[src/common/jcp_params.svh]
/*
  constants of the character port register block: offsets, field positions,
  reset values and thresholds. assumes inclusion by bare name.
*/
`ifndef JCP_PARAMS_SVH
`define JCP_PARAMS_SVH

// ----------------------------------------
// register indices (word offsets)
// ----------------------------------------
`define JCP_IDX_DATA 1'h0
`define JCP_IDX_CTRL 1'h1

// ----------------------------------------
// field positions
// ----------------------------------------
`define JCP_CHAR_MSB 7
`define JCP_RVALID_BIT 15
`define JCP_RX_IE_BIT 0
`define JCP_TX_IE_BIT 1
`define JCP_RX_IP_BIT 8
`define JCP_TX_IP_BIT 9
`define JCP_ACT_BIT 10
`define JCP_COUNT_LSB 16

// ----------------------------------------
// defaults
// ----------------------------------------
`define JCP_FIFO_DEPTH 8
`define JCP_THRESH_DEF 8
`define JCP_RDATA_RST 32'h0000_0000

`endif

[src/common/jcp_pkg.sv]
/*
  types shared by the character port register block.
  assumes nothing beyond a SystemVerilog compiler.
*/
package jcp_pkg;
  typedef logic [7:0] jcp_char_t;
  typedef logic [31:0] jcp_word_t;
endpackage : jcp_pkg

[src/verilog/jcp_fifo.sv]
/*
  synchronous FIFO with valid/ready on both sides; read data from a register
  (first-word fall-through register stage). assumes one clock, sync reset.
*/
module jcp_fifo
  import jcp_pkg::*;
#(
  parameter int WIDTH = 8,
  parameter int DEPTH = 8,
  parameter int CW = $clog2(DEPTH + 1)
)
(
  input wire logic i_clk,
  input wire logic i_rst,
  input wire logic [WIDTH-1:0] i_wdata,
  input wire logic i_wvalid,
  output logic o_wready,
  output logic [WIDTH-1:0] o_rdata,
  output logic o_rvalid,
  input wire logic i_rready,
  output logic [CW-1:0] o_count
);
  localparam int AW = (DEPTH > 1) ? $clog2(DEPTH) : 1;

  logic [WIDTH-1:0] mem_r [DEPTH];
  logic [AW-1:0] wp_r;
  logic [AW-1:0] rp_r;
  logic [CW-1:0] cnt_r;
  logic wready_r;
  logic rvalid_r;

  wire do_wr = i_wvalid && o_wready;
  wire do_rd = i_rready && o_rvalid;
  wire [AW-1:0] rp_inc = (rp_r == AW'(DEPTH - 1)) ? '0 : rp_r + 1'b1;
  wire [AW-1:0] wp_inc = (wp_r == AW'(DEPTH - 1)) ? '0 : wp_r + 1'b1;

  wire [CW-1:0] cnt_nxt = cnt_r + CW'(do_wr) - CW'(do_rd);

  // flags kept in flops so both handshake outputs leave straight from a register
  assign o_wready = wready_r;
  assign o_rvalid = rvalid_r;
  assign o_count = cnt_r;

  // head word read from a register; mem written only at wp
  always_ff @(posedge i_clk)
  begin
    if (do_wr)
      mem_r[wp_r] <= i_wdata;
  end

  always_ff @(posedge i_clk)
  begin
    if (i_rst)
      o_rdata <= '0;
    else if (do_wr && (cnt_r == '0 || (cnt_r == CW'(1) && do_rd)))
      o_rdata <= i_wdata;
    else if (do_rd)
      o_rdata <= mem_r[rp_inc];
  end

  always_ff @(posedge i_clk)
  begin
    if (i_rst)
    begin
      wp_r <= '0;
      rp_r <= '0;
      cnt_r <= '0;
      wready_r <= 1'b1;
      rvalid_r <= 1'b0;
    end
    else
    begin
      if (do_wr)
        wp_r <= wp_inc;
      if (do_rd)
        rp_r <= rp_inc;
      cnt_r <= cnt_nxt;
      wready_r <= (cnt_nxt != CW'(DEPTH));
      rvalid_r <= (cnt_nxt != '0);
    end
  end
endmodule // jcp_fifo

[src/verilog/jcp_regs.sv]
/*
  register, FIFO and interrupt logic of the JTAG character port, bus side.
  assumes a simple word-indexed register port and a link-side transport on
  the same clock that streams characters with valid/ready.
*/
`include "jcp_params.svh"

module jcp_regs
  import jcp_pkg::*;
#(
  parameter int DEPTH = `JCP_FIFO_DEPTH,
  parameter int WR_THRESH = `JCP_THRESH_DEF,
  parameter int RD_THRESH = `JCP_THRESH_DEF
)
(
  input wire logic i_clk,
  input wire logic i_rst,
  input wire logic i_addr,
  input wire logic i_rd,
  input wire logic i_wr,
  input wire logic [31:0] i_wdata,
  output logic [31:0] o_rdata,
  output logic o_irq,
  output logic [7:0] o_link_tx_data,
  output logic o_link_tx_valid,
  input wire logic i_link_tx_ready,
  input wire logic [7:0] i_link_rx_data,
  input wire logic i_link_rx_valid,
  output logic o_link_rx_ready,
  input wire logic i_link_poll,
  input wire logic i_link_rx_idle
);
  localparam int CW = $clog2(DEPTH + 1);

  // ----------------------------------------
  // helpers
  // ----------------------------------------
  // free entries of a FIFO of DEPTH words
  function automatic logic [CW-1:0] free_of(input logic [CW-1:0] cnt);
    return CW'(DEPTH) - cnt;
  endfunction

  // ----------------------------------------
  // state
  // ----------------------------------------
  logic rx_irq_enable_r;
  logic tx_irq_enable_r;
  logic host_activity_flag_r;
  logic irq_r;
  logic [7:0] tx_head;
  logic tx_head_v;
  logic tx_ready;
  logic [CW-1:0] tx_cnt;
  logic [7:0] rx_head;
  logic rx_head_v;
  logic rx_ready;
  logic [CW-1:0] rx_cnt;
  logic [CW-1:0] tx_cnt_q;
  logic [CW-1:0] rx_cnt_q;
  logic rd_pop_q;
  logic pop_bad_q;

  // ----------------------------------------
  // decode
  // ----------------------------------------
  wire sel_data = (i_addr == `JCP_IDX_DATA);
  wire sel_ctrl = (i_addr == `JCP_IDX_CTRL);
  wire data_wr = i_wr && sel_data;
  wire data_rd = i_rd && sel_data;
  wire ctrl_wr = i_wr && sel_ctrl;
  wire rx_pop = data_rd && rx_head_v;
  wire [CW-1:0] rx_left = rx_cnt - CW'(rx_pop);
  wire [CW-1:0] tx_free = free_of(tx_cnt);
  wire [CW-1:0] rx_free = free_of(rx_cnt);

  // thresholds fixed at build time; software cannot move them
  wire tx_cond = (tx_cnt <= CW'(WR_THRESH));
  wire rx_cond = (rx_free <= CW'(RD_THRESH))
    || (rx_head_v && i_link_rx_idle);
  wire rx_irq_pending = rx_cond && rx_irq_enable_r;
  wire tx_irq_pending = tx_cond && tx_irq_enable_r;
  wire irq_nxt = rx_irq_pending || tx_irq_pending;
  wire clear_act = ctrl_wr && i_wdata[`JCP_ACT_BIT];
  // set wins over a simultaneous clear so no poll is lost
  wire act_nxt = i_link_poll ? 1'b1 : (clear_act ? 1'b0 : host_activity_flag_r);

  // ----------------------------------------
  // read mux; reserved bits read zero
  // ----------------------------------------
  jcp_word_t data_word;
  jcp_word_t ctrl_word;
  jcp_word_t rdata_nxt;
  always_comb
  begin
    data_word = '0;
    data_word[`JCP_CHAR_MSB:0] = rx_head_v ? rx_head : 8'h00;
    data_word[`JCP_RVALID_BIT] = rx_head_v;
    data_word[`JCP_COUNT_LSB +: CW] = rx_left;
    ctrl_word = '0;
    ctrl_word[`JCP_RX_IE_BIT] = rx_irq_enable_r;
    ctrl_word[`JCP_TX_IE_BIT] = tx_irq_enable_r;
    ctrl_word[`JCP_RX_IP_BIT] = rx_irq_pending;
    ctrl_word[`JCP_TX_IP_BIT] = tx_irq_pending;
    ctrl_word[`JCP_ACT_BIT] = host_activity_flag_r;
    ctrl_word[`JCP_COUNT_LSB +: CW] = tx_free;
    rdata_nxt = sel_data ? data_word : ctrl_word;
  end

  // ----------------------------------------
  // registers
  // ----------------------------------------
  always_ff @(posedge i_clk)
  begin
    if (i_rst)
      o_rdata <= `JCP_RDATA_RST;
    else if (i_rd)
      o_rdata <= rdata_nxt;
  end

  always_ff @(posedge i_clk)
  begin
    if (i_rst)
    begin
      rx_irq_enable_r <= 1'b0;
      tx_irq_enable_r <= 1'b0;
      host_activity_flag_r <= 1'b0;
      irq_r <= 1'b0;
    end
    else
    begin
      if (ctrl_wr)
      begin
        rx_irq_enable_r <= i_wdata[`JCP_RX_IE_BIT];
        tx_irq_enable_r <= i_wdata[`JCP_TX_IE_BIT];
      end
      host_activity_flag_r <= act_nxt;
      irq_r <= irq_nxt;
    end
  end
  assign o_irq = irq_r;

  // ----------------------------------------
  // FIFOs: tx filled by bus, drained by link; rx the other way
  // ----------------------------------------
  // write never stalls: if full, wvalid meets a low wready and is dropped
  jcp_fifo #(.WIDTH(8), .DEPTH(DEPTH), .CW(CW)) u_tx_fifo (
    .i_clk(i_clk),
    .i_rst(i_rst),
    .i_wdata(i_wdata[`JCP_CHAR_MSB:0]),
    .i_wvalid(data_wr),
    .o_wready(tx_ready),
    .o_rdata(tx_head),
    .o_rvalid(tx_head_v),
    .i_rready(i_link_tx_ready),
    .o_count(tx_cnt)
  );
  assign o_link_tx_data = tx_head;
  assign o_link_tx_valid = tx_head_v;

  // link must hold valid until ready; rx_ready stalls the link when full
  jcp_fifo #(.WIDTH(8), .DEPTH(DEPTH), .CW(CW)) u_rx_fifo (
    .i_clk(i_clk),
    .i_rst(i_rst),
    .i_wdata(i_link_rx_data),
    .i_wvalid(i_link_rx_valid),
    .o_wready(rx_ready),
    .o_rdata(rx_head),
    .o_rvalid(rx_head_v),
    .i_rready(rx_pop),
    .o_count(rx_cnt)
  );
  assign o_link_rx_ready = rx_ready;

  // ----------------------------------------
  // assertion helpers
  // ----------------------------------------
  always_ff @(posedge i_clk)
  begin
    if (i_rst)
    begin
      tx_cnt_q <= '0;
      rx_cnt_q <= '0;
      rd_pop_q <= 1'b0;
      pop_bad_q <= 1'b0;
    end
    else
    begin
      tx_cnt_q <= tx_cnt;
      rx_cnt_q <= rx_cnt;
      rd_pop_q <= rx_pop;
      pop_bad_q <= data_rd && !rx_head_v;
    end
  end
endmodule // jcp_regs

[config.mk]
export PLATFORM = sky130hd
export DESIGN_NAME = jcp_regs
export DESIGN_NICKNAME = d
export VERILOG_FILES = /design/src/common/jcp_pkg.sv /design/src/verilog/jcp_fifo.sv /design/src/verilog/jcp_regs.sv
export VERILOG_INCLUDE_DIRS = /design/src /design/src/common
export SDC_FILE = /design/constraint.sdc
export NUM_CORES = 1
export LEC_CHECK = 0
export BUFFER_PORTS_ARGS = -buffer_cell sky130_fd_sc_hd__buf_2
export CORE_MARGIN = 2
export CORE_UTILIZATION = 40
export DETAILED_ROUTE_END_ITERATION = 10
export MAX_ROUTING_LAYER = met4
export PLACE_DENSITY_LB_ADDON = 0.3
export SLEW_MARGIN = 20
export SYNTH_ARGS = -nofsm -noshare
export SYNTH_HDL_FRONTEND = slang
export SYNTH_SLANG_ARGS = --single-unit
[constraint.sdc]
create_clock -name i_clk -period 5.4 [get_ports i_clk]
set_input_delay 0.81 -clock i_clk [delete_from_list [all_inputs] [get_ports i_clk]]
set_output_delay 0.81 -clock i_clk [all_outputs]
set_load 0.02 [all_outputs]
Word level (Yosys, flattened, before mapping)
Memory sizes are Yosys's and may differ from the RTL's.
Index checks and enable logic that the tools add are counted.
- logic and storage cells: 84
- register bits: 76
- memories kept: 2
- memory bits (writable): 128
- bits of input ports: 49
- memories (memory ; words ; bits a word ; read ports ; clocked after memory_dff ; write ports ; RTL line ; RTL):
    u_rx_fifo.mem_r ; 8 ; 8 ; 1 ; 0 ; 1 ; jcp_fifo.sv:25 ; logic [WIDTH-1:0] mem_r [DEPTH];
    u_tx_fifo.mem_r ; 8 ; 8 ; 1 ; 0 ; 1 ; jcp_fifo.sv:25 ;
- reductions and logical operators: 27
- bitwise logic cells: 1
- $add $sub $neg: 11
- multiplexer cells: 16
- equality and inequality tests: 8
- magnitude comparators: 2
- operators with widths (cell ; number):
    two-way mux 8 bit ; 5
    two-way mux 20 bit ; 1
    logical AND 1 bit ; 16
    adder 3 x 1 -> 3 bit (second input constant) ; 4
    equality test 3 bit (second input constant) ; 4
    two-way mux 3 bit ; 4
    subtractor 4 x 1 -> 4 bit ; 3
    adder 4 x 1 -> 4 bit ; 2
    equality test 4 x 1 -> 1 bit (second input constant) ; 2
    less-or-equal comparator 4 bit (second input constant) ; 2
    logical NOT 4 bit ; 2
    != test 4 bit (second input constant) ; 2
    nonzero test 4 bit ; 2
    subtractor 4 bit (first input constant) ; 2
    two-way mux 1 bit ; 6
    nonzero test 2 bit ; 3
    logical OR 1 bit ; 4
    NOT 1 bit ; 1

Longest topological paths before layout
Gate-level depths: netlist of run 1.
- depth in word-level cells: 8
- gate-level depth with buffers: 11
- depth with buffers taken out: 10

Cells and area by module
Synthesis of run 1 repeated with hierarchy kept, for this count alone.
- cells, all modules: 603
- area, all modules: 7982.7 um2
- by module, submodules not included (module ; area an instance (um2) ; cells an instance ; sequential area each (um2) ; instances):
    jcp_fifo ; 3490.8 ; 240 ; 2322.2 ; 2
    jcp_regs ; 1001.0 ; 123 ; 400.4 ; 1

Worst setup path before layout of run 1
OpenSTA, ideal clock, no wires.
- path kind: input to register
- start point: input port i_addr
- end point: register u_rx_fifo.rvalid_r, in the netlist u_rx_fifo.o_rvalid
- data required time: 5.266 ns
- slack: 2.653 ns
- setup time: 0.134 ns
- path buffers: 1
- data arrival time: 2.613 ns
- stages on the path: 11
- path through: nand3b_2 inv_2 buf_2 ha_1 inv_1 ha_1 inv_1 fa_1 xnor2_1 and3b_1 a21oi_1
- word-level cells in the longest chain between the ends: 6
- RTL lines (element ; RTL line ; RTL):
    start, declared ; jcp_regs.sv:18 ; input wire logic i_addr,
    NOT 1 bit (no line) ; -- ;
    logical AND 1 bit ; jcp_regs.sv:69 ; wire data_rd = i_rd && sel_data;
    logical AND 1 bit ; jcp_regs.sv:71 ; wire rx_pop = data_rd && rx_head_v;
    logical AND 1 bit ; jcp_fifo.sv:33 ; wire do_rd = i_rready && o_rvalid;
    via u_rx_fifo.do_rd ; jcp_fifo.sv:33 ;
    subtractor 4 x 1 -> 4 bit ; jcp_fifo.sv:37 ; wire [CW-1:0] cnt_nxt = cnt_r + CW'(do_wr) - CW'(do_rd);
    nonzero test 4 bit ; jcp_fifo.sv:79 ; rvalid_r <= (cnt_nxt != '0);
    end signal, assigned ; jcp_fifo.sv:79 ;
    end, declared ; jcp_fifo.sv:30 ; logic rvalid_r;
The timed path passes the listed nets, and every way through them passes these cells.
A chain may end at the register's enable or synchronous reset.

Worst setup path after layout of run 1
- start point: input port i_link_tx_ready
- end point: register u_tx_fifo.rvalid_r, in the netlist u_tx_fifo.o_rvalid
- word-level cells in the longest chain between the ends: 3
- RTL lines (element ; RTL line ; RTL):
    start, declared ; jcp_regs.sv:26 ; input wire logic i_link_tx_ready,
    logical AND 1 bit ; jcp_fifo.sv:33 ;
    subtractor 4 x 1 -> 4 bit ; jcp_fifo.sv:37 ;
    nonzero test 4 bit ; jcp_fifo.sv:79 ;
    end signal, assigned ; jcp_fifo.sv:79 ;
    end, declared ; jcp_fifo.sv:30 ;
No other way between the ends.

==> results_dict.tcl, run 1 <==
set metrics [dict create \
    insertion_delay_ns 0.43 \
    max_clock_freq_ghz 0.329 \
    synth.cell_area_sq_mm 0.00812 \
    synth_top_family_by_area "compound AO/OA/AOI/OAI gates" \
    antenna_found_initial 0 \
    synthXorXnorAreaFrac_pct 0.970 \
    p_total_mw 3.97 \
    clk_pin_slew_worst_paths_ns 0.07 \
    fin_tns_setup_ns 0 \
    gp_congestion 0.814 \
    tightest_slew_ns 1.01 \
    dpl_cell_area_sq_mm 0.00856 \
    drc 0 \
    fp.dieH_um 147 \
    path_cells "buf_2 > nand2_1 > inv_1 > ha_1 > inv_1 > ha_1 > inv_1 > fa_1 > xnor2_1 > and3b_1 > a21oi_1" \
    finalSetupViolCount 0 \
    slowest_delay_ns 0.42 \
    firstDrtPassIters 6 \
    drt-total-wl_um 17100 \
    hold_violations 0 \
    cp_common_cell "inv_1" \
    num-fill-cells 1829 \
    post-route-period-util_pct 56.3 \
    grt_pass1_wl_um 27200 \
    ant_nets 0 \
    cap_violations 0 \
    die-area_sq_mm 0.0215 \
    vdd_drop_max_uv 191 \
    nNetsFinal 787 \
    cp_max_fo 13 \
    clockBufferDepth 2 \
    synth_compound_area_share_pct 12.8 \
    end_kind "flop" \
    cts_setup_buffers 0 \
    grt.overflow.total 0 \
    start_util_pct 40.4 \
    hold_buffers 0 \
    syn2layout_area_growth_pct 12.4 \
    vias 5212 \
    num_rows 52 \
    dpl_worst_slack_ns 1.96 \
    finClkSkew_ns 0.0130 \
    synth_area_per_cell_sq_um 12.2 \
    startpoint_type "input pin" \
    synthAdderAreaFrac_pct 4.50 \
    dp.final_hpwl_um 11100 \
    grt_max_degree 61 \
    wl_per_cell_um 17.2 \
    fin_ws_ns 2.36 \
    postLayoutCellArea_sq_mm 0.00913 \
    synth_simple_gate_area_share_pct 10.6 \
    arrival_ns 3.32 \
    grt_pass1_vias 5202 \
    status "complete, no violations" \
    htreeDepth 4 \
    antennaDiodeCount 0 \
    fin_crit_ns 3.04 \
    slew_viol_final 0 \
    grtUsageTotal_pct 16.8 \
    core-area_sq_mm 0.0201 \
    drt_iter0_drc 382 \
    syn_inst 667 \
    rsz0062_at_grt "no" \
    synth-seq-cells 188 \
    ios 92 \
    ys_seq_area_share_pct 62.1 \
    powerDensity_mw_per_mm2 435 \
    fp.dieW_um 147 \
    ys_types 55 \
    synth_mux_area_share_pct 4.19 \
    cts_num_sinks 188 \
    ctsResizeCount 0 \
    synth_edf_count 128 \
    async_flop_share_pct 0 \
    cts_buffers 17 \
    drive_gt1_share_pct 16.9 \
    yosys_warnings 0 \
    avgViaCountPerCell 5.25 \
    crit_family "adder cells" \
    path_buf_inv 4 \
    leakage_nw 3.25 \
    synth_ff_type "edfxtp_1" \
    critPathSlowestCell "nand2_1" \
    port_buffers 52 \
    cts_tree "yes" \
    hold_class "reg -> reg" \
    maxSlewHeadroom_pct 32.6 \
    cp_data_required_time_ns 5.68 \
    path_class "in -> reg" \
    cts_root_buf "clkbuf_16" \
]
-- path summary, 6_finish.rpt --
| kind | from | endpoint | slack [ns] | depth (start not counted) |
|---|---|---|---|---|
| setup / recovery | i_link_tx_ready | u_tx_fifo.o_rvalid$_SDFF_PP0_ | 2.36 | 11 |
| hold / removal | u_rx_fifo.rp_r[1]$_SDFFE_PP0P_ | u_rx_fifo.rp_r[1]$_SDFFE_PP0P_ | 0.47 | 2 |
| setup reg to reg | u_tx_fifo.rp_r[0]$_SDFFE_PP0P_ | u_tx_fifo.o_rdata[1]$_SDFFE_PP0P_ | 2.39 | 7 |
| hold reg to reg | u_rx_fifo.rp_r[1]$_SDFFE_PP0P_ | u_rx_fifo.rp_r[1]$_SDFFE_PP0P_ | 0.47 | 2 |
-- stage by stage --
stage	hold slack (ns)	util, %	std cells
floorplan	0.440	-	682
global placement	0.448	42.6	961
detailed placement	0.458	42.6	961
CTS	0.470	45.4	993
global route	0.493	45.4	993
finish	0.467	45.4	993
-- synth_stat cells (3+ instances only) --
library cell | count | area (sq um)
buf_4 | 17 | 128
nand2b_1 | 10 | 62.6
edfxtp_1 | 128 | 3840
clkbuf_1 | 20 | 75.1
o211ai_1 | 12 | 90.1
buf_2 | 9 | 45.0
nor3_1 | 10 | 50.1
a22oi_1 | 21 | 158
mux2i_1 | 25 | 250
dfxtp_1 | 60 | 1200
a311oi_2 | 7 | 105
a21oi_1 | 46 | 230
buf_1 | 4 | 15.0
o22ai_1 | 6 | 37.5
buf_6 | 3 | 33.8
ha_1 | 26 | 325
o21ai_0 | 15 | 75.1
nand2_1 | 90 | 338
nor2_1 | 42 | 158
a21boi_0 | 5 | 37.5
xnor2_1 | 7 | 61.3
o221ai_1 | 24 | 210
inv_1 | 20 | 75.1
nand3_1 | 6 | 30.0
nor2b_1 | 11 | 68.8
mux2_2 | 6 | 67.6
-- placed cells by master, fill, tap and decap left out, types with 10 or more instances in the layout --
cell type,count
o211ai_1,12
a22oi_1,21
buf_4,11
edfxtp_1,128
conb_1,16
nor2b_1,10
nand2b_1,10
a21oi_1,46
o221ai_1,24
inv_1,20
ha_1,26
o21ai_0,15
dfxtp_1,60
nor2_1,42
clkbuf_16,17
mux2i_1,25
nand2_1,90
buf_2,52
-- layout make-up --
cell class	instances	area [sq um]	area share, %
inverter	22	83.8	0.918
sequential	188	5040	55.2
multi-input combinational	418	2750	30.1
clock inverter	13	130	1.42
clock buffer	19	443	4.85
timing repair buffer	63	343	3.75
tap	270	338	3.70
-- sequential cells by signal, indices dropped and copies added, names as in the netlist, 3 cells and up --
name / count
o_rdata: 16
u_tx_fifo.wp_r: 3
u_rx_fifo.rp_r: 3
u_rx_fifo.mem_r: 64
u_tx_fifo.o_rdata: 8
u_tx_fifo.mem_r: 64
u_tx_fifo.rp_r: 3
u_tx_fifo.o_count: 4
u_rx_fifo.o_count: 4
u_rx_fifo.o_rdata: 8
u_rx_fifo.wp_r: 3
-- cell families (layout without fill, tap and decap cells) --
| group | after synthesis | in the layout |
|---|---|---|
| AO/OA/AOI/OAI | 147 | 147 |
| XOR/XNOR | 9 | 9 |
| adder cells (fa/ha/maj) | 28 | 28 |
| buffers and inverters | 76 | 117 |
| flip-flops | 188 | 188 |
| multiplexers | 32 | 32 |
| other | 1 | 16 |
| AND/OR/NAND/NOR | 186 | 186 |
-- power breakdown --
part           internal [mW]  switching (mW)  total [mW]
combinational          0.377           0.610       0.987
sequential              1.68          0.0946        1.77
clock                  0.660           0.553        1.21
total                   2.71            1.26        3.97
-- worst reg2reg max path: cells and delay by family, from the launching register on --
kind / cells / cell delay (ns)
buffers and inverters: 1 / 0.40
DFF: 1 / 0.31
AOI/OAI and AO/OA: 3 / 0.63
adders and majority gates: 2 / 0.88
and+or+nand+nor: 1 / 0.63
-- layer usage --
| layer | global-route usage [%] | share of wire, % | up-vias |
|---|---|---|---|
| met5 | - | 0 | - |
| met4 | 5.53 | 1.7 | 0 |
| met3 | 3.75 | 5.9 | 27 |
| met2 | 27.8 | 49 | 175 |
| met1 | 20.7 | 44 | 2514 |
| li1 | - | - | 2496 |
Power figures use the tool's default switching activity.
==> inputs of run 2 (changes only) <==
Settings changed: ABC_AREA from default to 1.
Clock period 5.4 ns to 3.1 ns, I/O delays scaled along.
==> results_dict.tcl, run 2 <==
set metrics [dict create \
    status "complete, no violations" \
    fin_tns_setup_ns 0 \
    synth.area.top_cells "edfxtp_1, dfxtp_1, nand2_1" \
    synth_ff_type "edfxtp_1" \
    fp.dieH_um 149 \
    nNetsFinal 1025 \
    ant_nets 0 \
    hold_violations 0 \
    grt.overflow.total 0 \
    final_common_cell "nand2_1" \
    grtUsageTotal_pct 18.2 \
    ios 92 \
    max_clock_freq_ghz 0.397 \
    arrival_ns 2.81 \
    yosys.area.top_type "edfxtp_1" \
    reg_top3 "u_rx_fifo.mem_r: 64 flops, u_tx_fifo.mem_r: 64 flops, o_rdata: 16 flops" \
    cp_max_fo 10 \
    startpoint_type "flop" \
    post-route-period-util_pct 81.3 \
    synth.most_common_cell "nand2_1" \
    grt_pass1_vias 5761 \
    path_class "reg -> reg" \
    most-common-layout-cells "nand2_1, edfxtp_1, inv_1" \
    ctsResizeCount 0 \
    async_flop_share_pct 0 \
    antennaDiodeCount 0 \
    num_rows 53 \
    maxSlewHeadroom_pct 28.1 \
    slew_viol_final 0 \
    clk_pin_slew_worst_paths_ns 0.08 \
    cts_setup_buffers 0 \
    syn2layout_area_growth_pct 13.3 \
    timing.hold.ws_ns 0.242 \
    cap_violations 0 \
    rsz0062_at_grt "no" \
    finClkSkew_ns 0.0141 \
    drt-total-wl_um 18800 \
    vdd_drop_max_uv 459 \
    start_util_pct 40.5 \
    leakage_nw 4.09 \
    fin_crit_ns 2.52 \
    end_kind "flop" \
    finalSetupViolCount 0 \
    cts_tree "yes" \
    yosys_warnings 0 \
    avgViaCountPerCell 4.84 \
    ys_types 37 \
    firstDrtPassIters 5 \
    htreeDepth 4 \
    wl_per_cell_um 15.2 \
    synth.cell_area_sq_mm 0.00846 \
    clockBufferDepth 2 \
    dp.final_hpwl_um 12400 \
    fp.dieW_um 149 \
    cp_data_required_time_ns 3.39 \
    hold_class "in -> reg" \
    p_total_mw 7.46 \
    vias 5978 \
    grt_max_degree 45 \
    core-area_sq_mm 0.0209 \
    powerDensity_mw_per_mm2 778 \
    cts_buffers 17 \
    drt_iter0_drc 347 \
    synth_area_per_cell_sq_um 9.55 \
    antenna_found_initial 0 \
    hold_buffers 0 \
    drc 0 \
    cts_num_sinks 188 \
    synth-seq-cells 188 \
    ys_seq_area_share_pct 59.6 \
    drive_gt1_share_pct 13.0 \
    cts_root_buf "clkbuf_16" \
    grt_pass1_wl_um 30100 \
    die-area_sq_mm 0.0223 \
    syn_inst 886 \
    synth_top_cell_area_share_pct 45.4 \
    synthTopCellsByCount "nand2_1, edfxtp_1, inv_1" \
    tightest_slew_ns 1.07 \
    insertion_delay_ns 0.43 \
    synth_edf_count 128 \
    gp_congestion 0.807 \
    rrSetupSlack_ns 0.58 \
    port_buffers 52 \
]
run 2: cell types whose count changed after synthesis, sizes merged, moves of 12 or more:
cell    change
inv       +114
nand2     +104
nand3      +99
nor2       +50
mux2i      -25
o221ai     -23
a22oi      -19
o21a       +16
clkbuf     -14
o211ai     -12
run 2: worst max-delay path: stages (launching register included):
cell and delay, ns:
dfxtp_1 0.49, ha_1 0.30, ha_1 0.58, clkinv_1 0.50
nand3_1 0.22, nand3_1 0.11, nand3_1 0.12, a21oi_1 0.06
run 2: through the flow:
stage	cells	instance area [sq um]	setup WS [ns]	utilization (%)
final	1236	9590	0.580	45.9
after global routing	1236	9590	0.475	45.9
after CTS	1236	9590	0.606	45.9
after detailed placement	1204	9010	0.410	43.1
after global placement	1204	9010	0.453	43.1
after floorplan	901	8520	0.815	-
run 2: layout make-up:
class,instances,area (sq um)
well taps,275,344
clock buffers,17,425
flip-flops and latches,188,5040
repair buffers,68,380
clock inverters,15,156
fillers,2010,11300
multi-input cells,537,2720
inverters,136,515
run 2: final timing paths:
kind,startpoint,end,cells past startpoint
setup / recovery,u_tx_fifo.rp_r[0]$_SDFFE_PP0P_,u_tx_fifo.o_rdata[4]$_SDFFE_PP0P_,7
hold / removal,i_link_poll,host_activity_flag_r$_SDFFE_PP0P_,3
setup reg to reg,u_tx_fifo.rp_r[0]$_SDFFE_PP0P_,u_tx_fifo.o_rdata[4]$_SDFFE_PP0P_,7
hold reg to reg,o_rdata[9]$_SDFFE_PP0P_,o_rdata[9]$_SDFFE_PP0P_,2
run 2: cells by family after synthesis:
group	count (synthesis)	share of synthesized area, %
xor gates and xnor gates	6	0.621
AOI/OAI and AO/OA	89	6.43
and+or+nand+nor	398	20.1
other	1	0.0443
DFF	188	59.6
adders and majority gates	28	4.32
buffers and inverters	176	8.87
run 2: routing by layer:
metal / global-route usage (%) / wire (um) / vias to the layer above
li1: - / - / 2981
met3: 3.81 / 981 / 30
met4: 5.86 / 360 / 0
met5: - / 0 / -
met2: 29.7 / 9090 / 170
met1: 22.7 / 8360 / 2797
run 2: power breakdown:
group	total [mW]	switching (mW)	leakage [nW]	internal [mW]
clock network	2.14	1.01	0.284	1.14
logic	2.18	1.44	2.15	0.746
registers	3.14	0.167	1.65	2.97
==> inputs of run 3 (changes only) <==
Settings changed: ABC_AREA 1 to 0.
Clock period 3.1 ns to 2.65 ns, I/O delays scaled along.
==> results_dict.tcl, run 3 (synthesis results as in run 1) <==
set metrics [dict create \
    status "complete, no violations" \
    path_cells "ha_1 > nand2b_1 > o221ai_1 > o211ai_1 > a311oi_2" \
    firstDrtPassIters 5 \
    ios 92 \
    most-common-layout-cells "edfxtp_1, nand2_1, dfxtp_1" \
    powerDensity_mw_per_mm2 879 \
    netSwitchingPower_mw 2.70 \
    die-area_sq_mm 0.0215 \
    nNetsFinal 810 \
    clockBufferDepth 2 \
    tightest_slew_ns 0.711 \
    syn2layout_area_growth_pct 14.9 \
    dpl_worst_slack_ns 0.339 \
    fin_tns_setup_ns 0 \
    combPwrFrac_pct 25.2 \
    arrival_ns 2.58 \
    post-route-period-util_pct 83.9 \
    grtUsageTotal_pct 17.4 \
    core-area_sq_mm 0.0201 \
    path_class "reg -> reg" \
    p_clk_share_pct 31.0 \
    wl_per_cell_um 17.4 \
    start_util_pct 40.4 \
    startpoint_type "flop" \
    hold_buffers 0 \
    dp.final_hpwl_um 11500 \
    antennaDiodeCount 0 \
    maxSlewHeadroom_pct 52.6 \
    critPathSlowestCell "ha_1" \
    port_buffers 52 \
    hold_class "in -> reg" \
    max_clock_freq_ghz 0.450 \
    cp_max_fo 15 \
    cts_tree "yes" \
    num_rows 52 \
    p_int_mw 5.51 \
    end_kind "flop" \
    slew_viol_final 0 \
    reg_top3 "u_rx_fifo.mem_r: 64 flops, u_tx_fifo.mem_r: 64 flops, o_rdata: 16 flops" \
    ant_nets 0 \
    fp.dieW_um 147 \
    cts_root_buf "clkbuf_16" \
    htreeDepth 4 \
    rsz0062_at_grt "no" \
    finalSetupViolCount 0 \
    drc 0 \
    timing.hold.ws_ns 0.184 \
    drt-total-wl_um 17600 \
    grt.overflow.total 0 \
    slowest_delay_ns 0.52 \
    grt_pass1_wl_um 27800 \
    drt_iter0_drc 325 \
    grt_max_degree 53 \
    finClkSkew_ns 0.0134 \
    fin_crit_ns 2.22 \
    insertion_delay_ns 0.44 \
    antenna_found_initial 0 \
    vdd_drop_max_uv 506 \
    fin_ws_ns 0.426 \
    gp_congestion 0.837 \
    cts_num_sinks 188 \
    fp.dieH_um 147 \
    cts_setup_buffers 0 \
    leakage_nw 3.39 \
    power.share.sequential_pct 43.9 \
    clk_pin_slew_worst_paths_ns 0.08 \
    hold_violations 0 \
    ctsResizeCount 0 \
    vias 5317 \
    cap_violations 0 \
    cp_data_required_time_ns 3.01 \
    avgViaCountPerCell 5.23 \
    cts_buffers 17 \
    drive_gt1_share_pct 19.4 \
    final_common_cell "edfxtp_1" \
    grt_pass1_vias 5290 \
    switching_share_pct 32.9 \
]
==> run 3: cell count changes in the layout (fill, tap and decap cells not counted), moves of 12 or more <==
cell / delta
inv_1: -106
nor2_1: -46
buf_4: +18
a22oi_1: +19
nand2_1: -100
o21a_1: -16
o211ai_1: +12
mux2i_1: +25
nand3_1: -98
o221ai_1: +23
==> run 3: stage by stage <==
stage / power [mW] / util [%] / cell area, sq um / std cells
after floorplan: 5.15 / - / 8180 / 682
after global placement: 5.65 / 43.4 / 8720 / 984
after detailed placement: 5.73 / 43.4 / 8720 / 984
after CTS: 8.26 / 46.4 / 9330 / 1016
after global routing: 8.63 / 46.4 / 9330 / 1016
final: 8.20 / 46.4 / 9330 / 1016
==> run 3: final cells by class <==
class                   count  area (sq um)
well taps                 270           338
clock buffers              17           425
fillers                  1801         10800
repair buffers             86           515
clock inverters            15           181
inverters                  22          83.8
flip-flops and latches    188          5040
multi-input cells         418          2740
==> run 3: final timing paths <==
path                                       endpoint  depth (start not counted)                      startpoint  slack, ns
setup reg to reg  u_tx_fifo.o_rdata[7]$_SDFFE_PP0P_                          5  u_tx_fifo.rp_r[1]$_SDFFE_PP0P_       0.43
setup / recovery  u_tx_fifo.o_rdata[7]$_SDFFE_PP0P_                          5  u_tx_fifo.rp_r[1]$_SDFFE_PP0P_       0.43
hold / removal    host_activity_flag_r$_SDFFE_PP0P_                          3                     i_link_poll       0.18
hold reg to reg      u_rx_fifo.rp_r[1]$_SDFFE_PP0P_                          2  u_rx_fifo.rp_r[1]$_SDFFE_PP0P_       0.46
==> run 3: per-layer routing <==
metal  vias to the layer above  GRT usage, %  part of all wire (%)
met5                         -             -                     0
met4                         0          6.17                   1.6
met2                       162          28.1                    49
met1                      2585          21.5                    43
li1                       2547             -                     -
met3                        23          4.22                   6.3
==> run 3: critical path: cells and delay by family (launching register included) <==
kind / cells / cell delay (ns)
flops: 1 / 0.32
simple gates: 1 / 0.48
compound gates: 3 / 0.82
fa+ha+maj: 1 / 0.52
==> run 3: power groups by stage <==
| stage | Clock (mW) | Sequential, mW | Combinational (mW) |
|---|---|---|---|
| 2_1_floorplan | 0 | 3.71 | 1.44 |
| 3_3_place_gp | 0 | 3.65 | 2.00 |
| 3_5_place_dp | 0 | 3.67 | 2.06 |
| 4_1_cts | 2.59 | 3.60 | 2.08 |
| 5_1_grt | 2.69 | 3.64 | 2.30 |
| 6_report | 2.54 | 3.60 | 2.07 |
